==> src/srg_pkg.sv <==
// Purpose: shared constants for the supervisor reset gate and backup control
// Assumes: 25 MHz system clock
// Notes:   timing figures kept in their own unit, cycle counts derived
package srg_pkg;
   // ==========================================================
   // clock
   localparam int unsigned CLK_HZ          = 25_000_000;
   localparam int unsigned CLK_NS          = 40;
   // ==========================================================
   // nominal times
   localparam int unsigned WD_LONG_MS      = 1600;
   localparam int unsigned WD_SHORT_MS     = 100;
   localparam int unsigned RST_MS          = 200;
   localparam int unsigned CE_HOLD_US      = 12;
   localparam int unsigned KICK_MIN_NS     = 100;
   // ==========================================================
   // timebase: one tick per millisecond of internal oscillator
   localparam int unsigned TICK_CYC        = CLK_HZ / 1000;
   // external timebase clock counts
   localparam int unsigned EXT_WD_NORM     = 1024;
   localparam int unsigned EXT_WD_FIRST    = 4096;
   localparam int unsigned EXT_RST         = 2048;
   // ce hold, longest time: round down
   localparam int unsigned CE_HOLD_CYC     = (CE_HOLD_US * 1000) / CLK_NS;
   // kick minimum, least time: round up
   localparam int unsigned KICK_MIN_CYC    =
      (KICK_MIN_NS + CLK_NS - 1) / CLK_NS;
   // ==========================================================
   // reset values of outputs
   localparam logic        RST_CE_OUT      = 1'b1;
   localparam logic        RST_WDO         = 1'b1;
   // ==========================================================
   // states of the reset sequencer
   typedef enum logic [2:0] {
      SRG_ST_LOW  = 3'b001,
      SRG_ST_HOLD = 3'b010,
      SRG_ST_RUN  = 3'b100
   } srg_state_t;
endpackage

==> src/srg_sync.sv <==
// Purpose: two-stage synchroniser for a bank of comparator levels
// Assumes: single clock, synchronous reset
// Notes:   first stage feeds only the second
`timescale 1ns/100ps
module srg_sync
#(
   parameter int unsigned W = 4
)
(
   input  wire logic         i_sys_clk,
   input  wire logic         i_rst,
   input  wire logic [W-1:0] i_d,
   output logic      [W-1:0] o_q
);
   // ==========================================================
   // two flops per bit; each bit owns its pair, one writer each
   genvar g;
   generate
      for (g = 0; g < W; g = g + 1)
      begin : g_bit
         logic s1_r;
         logic s2_r;
         always_ff @(posedge i_sys_clk)
         begin
            if (i_rst)
            begin
               s1_r <= 1'b0;
               s2_r <= 1'b0;
            end
            else
            begin
               s1_r <= i_d[g];
               s2_r <= s1_r;
            end
         end
         assign o_q[g] = s2_r;
      end
   endgenerate
endmodule

==> src/srg_top.sv <==
// Purpose: supervisor digital core: timeouts, chip-select gate, flags
// Assumes: comparator results arrive as levels; one 25 MHz clock
// Notes:   analog switch and current limits live outside
//
// Functional notes
// - both straps high: 1.6s watchdog, 200ms reset pulse.
// - timebase low, select high: 100ms watchdog, 1.6s first after reset.
// - short watchdog setting keeps reset pulse at 200ms.
// - select strap low: periods come from the external timebase clock.
// - chip-select gate passes input normally, disabled during reset once the hold window closes.
// - chip-select input goes high impedance whenever the gate is disabled or backup mode is on.
// - power-down disable at input high or 12us after reset, earlier wins.
// - on power-up chip-select stays disabled until reset deasserts.
// - disabled gate drives chip-select output high; released when enabled.
// - supply-low flag copies reset comparator: high above threshold.
// - early fail flag low when sense below reference, else high.
// - backup mode only when supply below threshold and below battery.
// - backup flag high when supply below battery, else low.
// - backup mode ignores kick and straps, holding them high impedance.
// - backup mode disables early fail compare and forces flag low.
// - backup mode forces listed output levels and high impedance pins.
// - other side toggles kick at least 100ns each period; restarts timer.
// - on expiry watchdog output goes low until next kick edge or supply loss.
// - without kicks, reset pulses repeat once per first-after-reset watchdog period.
// - resets assert while supply low, hold reset timeout after recovery.
`timescale 1ns/100ps
module srg_top
#(
   parameter int unsigned WD_LONG_TICKS  = srg_pkg::WD_LONG_MS,
   parameter int unsigned WD_SHORT_TICKS = srg_pkg::WD_SHORT_MS,
   parameter int unsigned RST_TICKS      = srg_pkg::RST_MS,
   parameter int unsigned TICK_CYC       = srg_pkg::TICK_CYC
)
(
   input  wire logic i_sys_clk,
   input  wire logic i_rst,
   input  wire logic i_supply_ok,
   input  wire logic i_supply_above_batt,
   input  wire logic i_early_fail_sense_ok,
   input  wire logic i_timebase_select_strap,
   input  wire logic i_timebase_input,
   input  wire logic i_watchdog_kick_in,
   input  wire logic i_watchdog_kick_float,
   input  wire logic i_chip_select_in_n,
   output logic      o_chip_select_out_n,
   output logic      o_chip_select_in_en,
   output logic      o_reset_n,
   output logic      o_reset_od_o,
   output logic      o_reset_od_oe,
   output logic      o_supply_low_flag_n,
   output logic      o_early_fail_flag_n,
   output logic      o_backup_active_flag,
   output logic      o_watchdog_expired_out_n,
   output logic      o_inputs_hiz
);
   // ==========================================================
   // synchronised comparator levels and pins
   logic [5:0] sy;
   logic       sup_ok;
   logic       above_batt;
   logic       pf_ok;
   logic       timebase_select_strap;
   logic       timebase_input;
   logic       kick;
   srg_sync #(.W(6)) u_sync
   (
      .i_sys_clk (i_sys_clk),
      .i_rst     (i_rst),
      .i_d       ({i_supply_ok, i_supply_above_batt,
                   i_early_fail_sense_ok, i_timebase_select_strap,
                   i_timebase_input, i_watchdog_kick_in}),
      .o_q       (sy)
   );
   assign sup_ok     = sy[5];
   assign above_batt = sy[4];
   assign pf_ok      = sy[3];
   assign timebase_select_strap    = sy[2];
   assign timebase_input     = sy[1];
   assign kick       = sy[0];

   logic backup;
   assign backup = !sup_ok && !above_batt;
   // ==========================================================
   // timebase: internal ms tick or external clock edge
   logic        ext_mode;
   logic        short_mode;
   logic [15:0] div_r;
   logic        osc_d_r;
   logic        tick;
   assign ext_mode   = !timebase_select_strap;
   assign short_mode = timebase_select_strap && !timebase_input;
   always_ff @(posedge i_sys_clk)
   begin
      if (i_rst)
      begin
         div_r   <= 16'h0000;
         osc_d_r <= 1'b0;
      end
      else
      begin
         osc_d_r <= timebase_input;
         if (div_r == 16'(TICK_CYC - 1))
            div_r <= 16'h0000;
         else
            div_r <= div_r + 16'h0001;
      end
   end
   assign tick = ext_mode ? (timebase_input && !osc_d_r)
                          : (div_r == 16'(TICK_CYC - 1));
   // ==========================================================
   // selected periods in ticks
   logic [15:0] wd_norm;
   logic [15:0] wd_first;
   logic [15:0] rst_len;
   always_comb
   begin
      if (ext_mode)
      begin
         wd_norm  = 16'(srg_pkg::EXT_WD_NORM);
         wd_first = 16'(srg_pkg::EXT_WD_FIRST);
         rst_len  = 16'(srg_pkg::EXT_RST);
      end
      else if (short_mode)
      begin
         wd_norm  = 16'(WD_SHORT_TICKS);
         wd_first = 16'(WD_LONG_TICKS);
         rst_len  = 16'(RST_TICKS);
      end
      else
      begin
         wd_norm  = 16'(WD_LONG_TICKS);
         wd_first = 16'(WD_LONG_TICKS);
         rst_len  = 16'(RST_TICKS);
      end
   end
   // ==========================================================
   // kick qualification: level must hold the minimum width
   logic       kick_st_r;
   logic [1:0] kick_cnt_r;
   logic       kick_edge;
   assign kick_edge = (kick != kick_st_r)
                      && (kick_cnt_r == 2'(srg_pkg::KICK_MIN_CYC - 1))
                      && !i_watchdog_kick_float && !backup;
   always_ff @(posedge i_sys_clk)
   begin
      if (i_rst)
      begin
         kick_st_r  <= 1'b0;
         kick_cnt_r <= 2'b00;
      end
      else if (kick == kick_st_r)
         kick_cnt_r <= 2'b00;
      else if (kick_edge)
      begin
         kick_st_r  <= kick;
         kick_cnt_r <= 2'b00;
      end
      else
         kick_cnt_r <= kick_cnt_r + 2'b01;
   end
   // ==========================================================
   // reset sequencer
   srg_pkg::srg_state_t st_r;
   logic [15:0]         rcnt_r;
   logic                wd_fire;
   always_ff @(posedge i_sys_clk)
   begin
      if (i_rst)
      begin
         st_r   <= srg_pkg::SRG_ST_LOW;
         rcnt_r <= 16'h0000;
      end
      else if (!sup_ok)
      begin
         st_r   <= srg_pkg::SRG_ST_LOW;
         rcnt_r <= 16'h0000;
      end
      else
      begin
         case (st_r)
            srg_pkg::SRG_ST_LOW:
            begin
               st_r   <= srg_pkg::SRG_ST_HOLD;
               rcnt_r <= 16'h0000;
            end
            srg_pkg::SRG_ST_HOLD:
            begin
               if (tick)
               begin
                  if (rcnt_r >= rst_len - 16'h0001)
                     st_r <= srg_pkg::SRG_ST_RUN;
                  else
                     rcnt_r <= rcnt_r + 16'h0001;
               end
            end
            srg_pkg::SRG_ST_RUN:
            begin
               if (wd_fire)
               begin
                  st_r   <= srg_pkg::SRG_ST_HOLD;
                  rcnt_r <= 16'h0000;
               end
            end
            default:
               st_r <= srg_pkg::SRG_ST_LOW;
         endcase
      end
   end
   logic rst_act;
   assign rst_act = (st_r != srg_pkg::SRG_ST_RUN);
   // ==========================================================
   // watchdog counter
   logic [15:0] wcnt_r;
   logic        first_r;
   logic        wd_lim_hit;
   assign wd_lim_hit = tick &&
      (wcnt_r >= (first_r ? wd_first : wd_norm) - 16'h0001);
   assign wd_fire = (st_r == srg_pkg::SRG_ST_RUN) && wd_lim_hit
                    && !kick_edge && !i_watchdog_kick_float;
   always_ff @(posedge i_sys_clk)
   begin
      if (i_rst || rst_act || kick_edge)
      begin
         wcnt_r <= 16'h0000;
      end
      else if (tick)
         wcnt_r <= wcnt_r + 16'h0001;
   end
   always_ff @(posedge i_sys_clk)
   begin
      if (i_rst || rst_act)
         first_r <= 1'b1;
      else if (kick_edge || wd_fire)
         first_r <= 1'b0;
   end
   always_ff @(posedge i_sys_clk)
   begin
      if (i_rst)
         o_watchdog_expired_out_n <= srg_pkg::RST_WDO;
      else if (!sup_ok || kick_edge)
         o_watchdog_expired_out_n <= 1'b1;
      else if (wd_fire)
         o_watchdog_expired_out_n <= 1'b0;
   end
   // ==========================================================
   // chip-select gate; hold window lets a write finish
   logic [8:0] ce_cnt_r;
   logic       gate_en_r;
   logic       rst_act_d_r;
   always_ff @(posedge i_sys_clk)
   begin
      if (i_rst)
      begin
         gate_en_r   <= 1'b0;
         ce_cnt_r    <= 9'h000;
         rst_act_d_r <= 1'b1;
      end
      else
      begin
         rst_act_d_r <= rst_act;
         if (!rst_act)
            gate_en_r <= 1'b1;
         else if (!rst_act_d_r)
         begin
            // reset just asserted; close now if input already high
            gate_en_r <= !i_chip_select_in_n;
            ce_cnt_r  <= 9'h000;
         end
         else if (gate_en_r)
         begin
            ce_cnt_r <= ce_cnt_r + 9'h001;
            if (i_chip_select_in_n ||
                ce_cnt_r >= 9'(srg_pkg::CE_HOLD_CYC - 1))
               gate_en_r <= 1'b0;
         end
      end
   end
   always_ff @(posedge i_sys_clk)
   begin
      if (i_rst)
      begin
         o_chip_select_out_n <= srg_pkg::RST_CE_OUT;
         o_chip_select_in_en <= 1'b0;
      end
      else
      begin
         // registered pass: one cycle of latency traded for a clean output
         o_chip_select_out_n <= gate_en_r && !backup
                                ? i_chip_select_in_n : 1'b1;
         o_chip_select_in_en <= gate_en_r && !backup;
      end
   end
   // ==========================================================
   // flags and reset pins
   always_ff @(posedge i_sys_clk)
   begin
      if (i_rst)
      begin
         o_reset_n            <= 1'b0;
         o_reset_od_o         <= 1'b0;
         o_reset_od_oe        <= 1'b0;
         o_supply_low_flag_n  <= 1'b0;
         o_early_fail_flag_n  <= 1'b0;
         o_backup_active_flag <= 1'b0;
         o_inputs_hiz         <= 1'b0;
      end
      else
      begin
         o_reset_n            <= !rst_act;
         o_reset_od_o         <= 1'b0;
         // open drain high output: floats when reset asserted
         o_reset_od_oe        <= !rst_act && !backup;
         o_supply_low_flag_n  <= sup_ok;
         o_early_fail_flag_n  <= pf_ok && !backup;
         o_backup_active_flag <= !above_batt;
         o_inputs_hiz         <= backup;
      end
   end
   // ==========================================================
   // checks
   property p_wdo_low_hold;
      @(posedge i_sys_clk) disable iff (i_rst)
      (wd_fire && sup_ok) |=> !o_watchdog_expired_out_n;
   endproperty
   a_wdo_low_hold: assert property (p_wdo_low_hold)
      else $error("watchdog output not low after expiry");

   property p_reset_on_low;
      @(posedge i_sys_clk) disable iff (i_rst)
      !sup_ok |=> ##1 !o_reset_n;
   endproperty
   a_reset_on_low: assert property (p_reset_on_low)
      else $error("reset not asserted on low supply");

   property p_ce_high_in_reset;
      @(posedge i_sys_clk) disable iff (i_rst)
      (!gate_en_r) |=> o_chip_select_out_n && !o_chip_select_in_en;
   endproperty
   a_ce_high_in_reset: assert property (p_ce_high_in_reset)
      else $error("chip select not forced high while disabled");

   property p_pfo_backup;
      @(posedge i_sys_clk) disable iff (i_rst)
      backup |=> !o_early_fail_flag_n;
   endproperty
   a_pfo_backup: assert property (p_pfo_backup)
      else $error("early fail flag not low in backup");

   property p_supply_low_flag;
      @(posedge i_sys_clk) disable iff (i_rst)
      1'b1 |=> (o_supply_low_flag_n == $past(sup_ok));
   endproperty
   a_supply_low_flag: assert property (p_supply_low_flag)
      else $error("supply low flag mismatch");

   property p_batt;
      @(posedge i_sys_clk) disable iff (i_rst)
      1'b1 |=> (o_backup_active_flag == !$past(above_batt));
   endproperty
   a_batt: assert property (p_batt)
      else $error("backup flag mismatch");

   property p_cein_hiz;
      @(posedge i_sys_clk) disable iff (i_rst)
      (rst_act && rst_act_d_r && !gate_en_r) |=> !o_chip_select_in_en;
   endproperty
   a_cein_hiz: assert property (p_cein_hiz)
      else $error("chip select input enabled during reset");

   property p_kick_restart;
      @(posedge i_sys_clk) disable iff (i_rst)
      (kick_edge && !rst_act) |=> (wcnt_r == 16'h0000);
   endproperty
   a_kick_restart: assert property (p_kick_restart)
      else $error("kick did not restart watchdog");
endmodule

==> config.mk <==
export PLATFORM = sky130hd
export DESIGN_NAME = srg_top
export DESIGN_NICKNAME = d
export VERILOG_FILES = /design/src/srg_pkg.sv /design/src/srg_sync.sv /design/src/srg_top.sv
export SDC_FILE = /design/constraint.sdc
export NUM_CORES = 1
export LEC_CHECK = 0
export BUFFER_PORTS_ARGS = -buffer_cell sky130_fd_sc_hd__buf_2
export CAP_MARGIN = 0
export CORE_UTILIZATION = 45
export DETAILED_ROUTE_END_ITERATION = 8
export PLACE_DENSITY = 0.67
export SLEW_MARGIN = 20
export SYNTH_ARGS = -nofsm -noshare
export SYNTH_HDL_FRONTEND = slang
export SYNTH_SLANG_ARGS = --single-unit
==> constraint.sdc <==
create_clock -name i_sys_clk -period 5.2 [get_ports i_sys_clk]
set_input_delay 0.26 -clock i_sys_clk [delete_from_list [all_inputs] [get_ports i_sys_clk]]
set_output_delay 0.26 -clock i_sys_clk [all_outputs]
set_load 0.01 [all_outputs]
==> impl_metrics.py <==
metrics = {
    "run_status": {
        "outcome": "complete, no violations",
    },
    "routing": {
        "firstDrtPassIters": 4,
        "wl_microns": 7920,
        "wl_per_cell_microns": 13.4,
        "drtIter0Drc": 123,
        "detail-route-antenna-nets": 0,
        "drc": 0,
        "vias": 3239,
        "via_per_inst": 5.50,
    },
    "global_routing": {
        "grt.overflow.total": 0,
        "grt_pass1_vias": 3054,
        "grt_max_degree": 31,
        "antenna_found_initial": 0,
        "track_usage_pct": 17.3,
        "grt_pass1_wl_microns": 13600,
    },
    "die": {
        "die_w_microns": 97.4,
        "die_h_microns": 97.4,
        "rows": 34,
        "core_area_sq_um": 8760,
        "die-area_sq_um": 9480,
        "start_util_pct": 46.7,
        "io_pins": 20,
    },
    "clocking": {
        "post_cts_buffers": 0,
        "clkSinkCount": 88,
        "clk_pin_slew_ns": 0.09,
        "ctsResizeCount": 0,
        "clock_latency_ns": 0.35,
        "cts-root-buf": "clkbuf_8",
        "cts_buffers": 9,
        "cts_tree": "done",
        "cts_max_level": 3,
        "clockBufferDepth": 2,
        "cts_hold_buf": 0,
    },
    "synth": {
        "ys_warn_count": 0,
        "synth_ff_type": "dfxtp_1",
        "synth_edf_count": 0,
        "syn_inst": 460,
        "synth_top_cell_area_share_pct": 43.1,
        "syn-cell-area_sq_um": 4090,
        "async_reset_ff_share_pct": 0,
        "synth_top_area_cell": "dfxtp_1",
        "ys_types": 54,
        "syn_area_per_cell_sq_um": 8.89,
        "synthTopCellsByArea": "dfxtp_1, ha_1, nor2_1, nand2_1, xor2_1",
        "ys_ff_latch": 88,
        "seq_area_frac_synth_pct": 43.1,
    },
    "timing": {
        "hold_slack_ns": 0.108,
        "min_period_ns": 3.62,
        "min_period_over_period_pct": 69.6,
        "tightest_slew_ns": 0.982,
        "tns_ns": 0,
        "finClkSkew_ns": 0.0141,
        "rsz0062_at_grt": "no",
        "finalHoldViolCount": 0,
        "slew_headroom_pct": 34.4,
        "timing.fmax_mhz": 276,
        "setup_viol": 0,
        "slew_violations": 0,
    },
    "critical_path": {
        "cp_slowest_cell": "a21oi_1",
        "cpMostUsedCell": "ha_1",
        "worstSetupStartpointType": "flop",
        "arrival_ns": 3.81,
        "cp_max_fo": 14,
        "path_cells": "inv_1 -> or3_1 -> ha_1 -> xor2_1 -> ha_1 -> nand2_1 -> nor2_1 -> o311a_1 -> o211ai_2 -> a21oi_1 -> o21ai_0",
        "path_delay_family": "compound AO/OA/AOI/OAI gates",
        "worstSetupPathType": "reg -> reg",
        "cp_num_buf_inv": 1,
        "required_ns": 5.39,
        "slowest_delay_ns": 0.82,
        "cp-end-kind": "flop",
    },
    "cells_and_area": {
        "seqCellArea_sq_um": 1760,
        "layout_commonest_cell": "dfxtp_1",
        "antenna_cells": 0,
        "final_cell_mix": "dfxtp_1, nor2_1, nand2_1",
        "multi_input_area_sq_um": 2220,
        "drive_gt1_share_pct": 9.36,
        "synthToLayoutAreaGrowth_pct": 9.39,
        "layout.nets": 510,
        "fillCellCount": 829,
    },
    "worst_hold_path": {
        "hp-class": "in -> reg",
    },
    "power": {
        "power_leakage_nw": 1.70,
        "ir_drop_uv": 120,
        "pwr_density_cell_nw_per_um2": 272,
    },
    "placement": {
        "io_buffer_count": 18,
        "hpwl_microns": 5550,
        "gp_congestion": 0.803,
    },
    "job": {
        "drv_cap": 0,
    },
}
## worst reg2reg max path, cell delays in order (launching register included)
cell      delay, ns
dfxtp_1        0.62
inv_1          0.19
or3_1          0.38
ha_1           0.22
xor2_1         0.17
ha_1           0.31
nand2_1        0.05
nor2_1         0.09
o311a_1        0.19
o211ai_2       0.19
a21oi_1        0.82
o21ai_0        0.23
## Yosys cell counts, types with 9 or more instances
master and count:
a21oi_1 18, nand4_1 19, nor2b_1 14, ha_1 24, nor3_1 10, xor2_1 20, o21ai_0 21, nand3_1 16
inv_1 14, dfxtp_1 88, clkbuf_1 10, nand2_1 47, xnor2_1 11, nor2_1 52, or3_1 9
## routing by layer
layer | global-route usage [%] | vias up | wire length [microns]
li1 | - | 1669 | -
met1 | 22.0 | 1504 | 3880
met2 | 28.9 | 57 | 3660
met3 | 3.74 | 9 | 280
met4 | 6.00 | 0 | 95
met5 | 0 | - | 0
## flip-flops by register name (all words and copies together) (netlist names), 2 cells and up
name / count
div_r: 16
rcnt_r: 16
wcnt_r: 16
ce_cnt_r: 9
u_sync.g_bit.s1_r: 6
u_sync.g_bit.s2_r: 6
st_r: 3
kick_cnt_r: 2
## power by group
part | switching (W) | internal (W) | total (W)
clock | 0.000243 | 0.000252 | 0.000494
combinational | 0.0000235 | 0.0000134 | 0.0000369
sequential | 0.00000538 | 0.000682 | 0.000687
## worst paths after layout
kind | end | cells past startpoint | slack [ns] | startpoint
worst max-delay path | rcnt_r[0] | 11 | 1.58 | u_sync.g_bit[2].s2_r
worst max register to register | rcnt_r[0] | 11 | 1.58 | u_sync.g_bit[2].s2_r
worst min register to register | kick_cnt_r[0] | 1 | 0.42 | kick_cnt_r[0]
worst min-delay path | o_chip_select_out_n | 2 | 0.11 | i_chip_select_in_n
## cell type report
class	instances	area share, %
Sequential cell	88	39.4
Inverter	14	1.17
Multi-Input combinational cell	345	49.6
Tap cell	108	3.02
Clock buffer	11	3.38
Clock inverter	5	1.43
Timing Repair Buffer	18	2.01
## stage by stage
step	std cells	instance area (sq um)	power (W)	util (%)	worst slack (ns)
6_report	589	4480	0.00122	51.1	1.58
3_3_place_gp	573	4260	0.000739	48.6	1.77
3_5_place_dp	573	4260	0.000740	48.6	1.59
2_1_floorplan	461	4100	0.000729	-	2.18
5_1_grt	589	4480	0.00126	51.1	1.26
4_1_cts	589	4480	0.00124	51.1	1.59
## cell families (layout without fill, tap and decap cells)
group           Yosys count  count (layout)  synth area share [%]
buf+inv                  28              48                  2.75
flops                    88              88                  43.1
simple gates            207             207                  25.7
other cells               2               3                 0.184
mux                       2               2                 0.489
compound gates           78              78                  13.9
fa+ha+maj                24              24                  7.34
xor+xnor                 31              31                  6.64
Power figures use the tool's default switching activity.
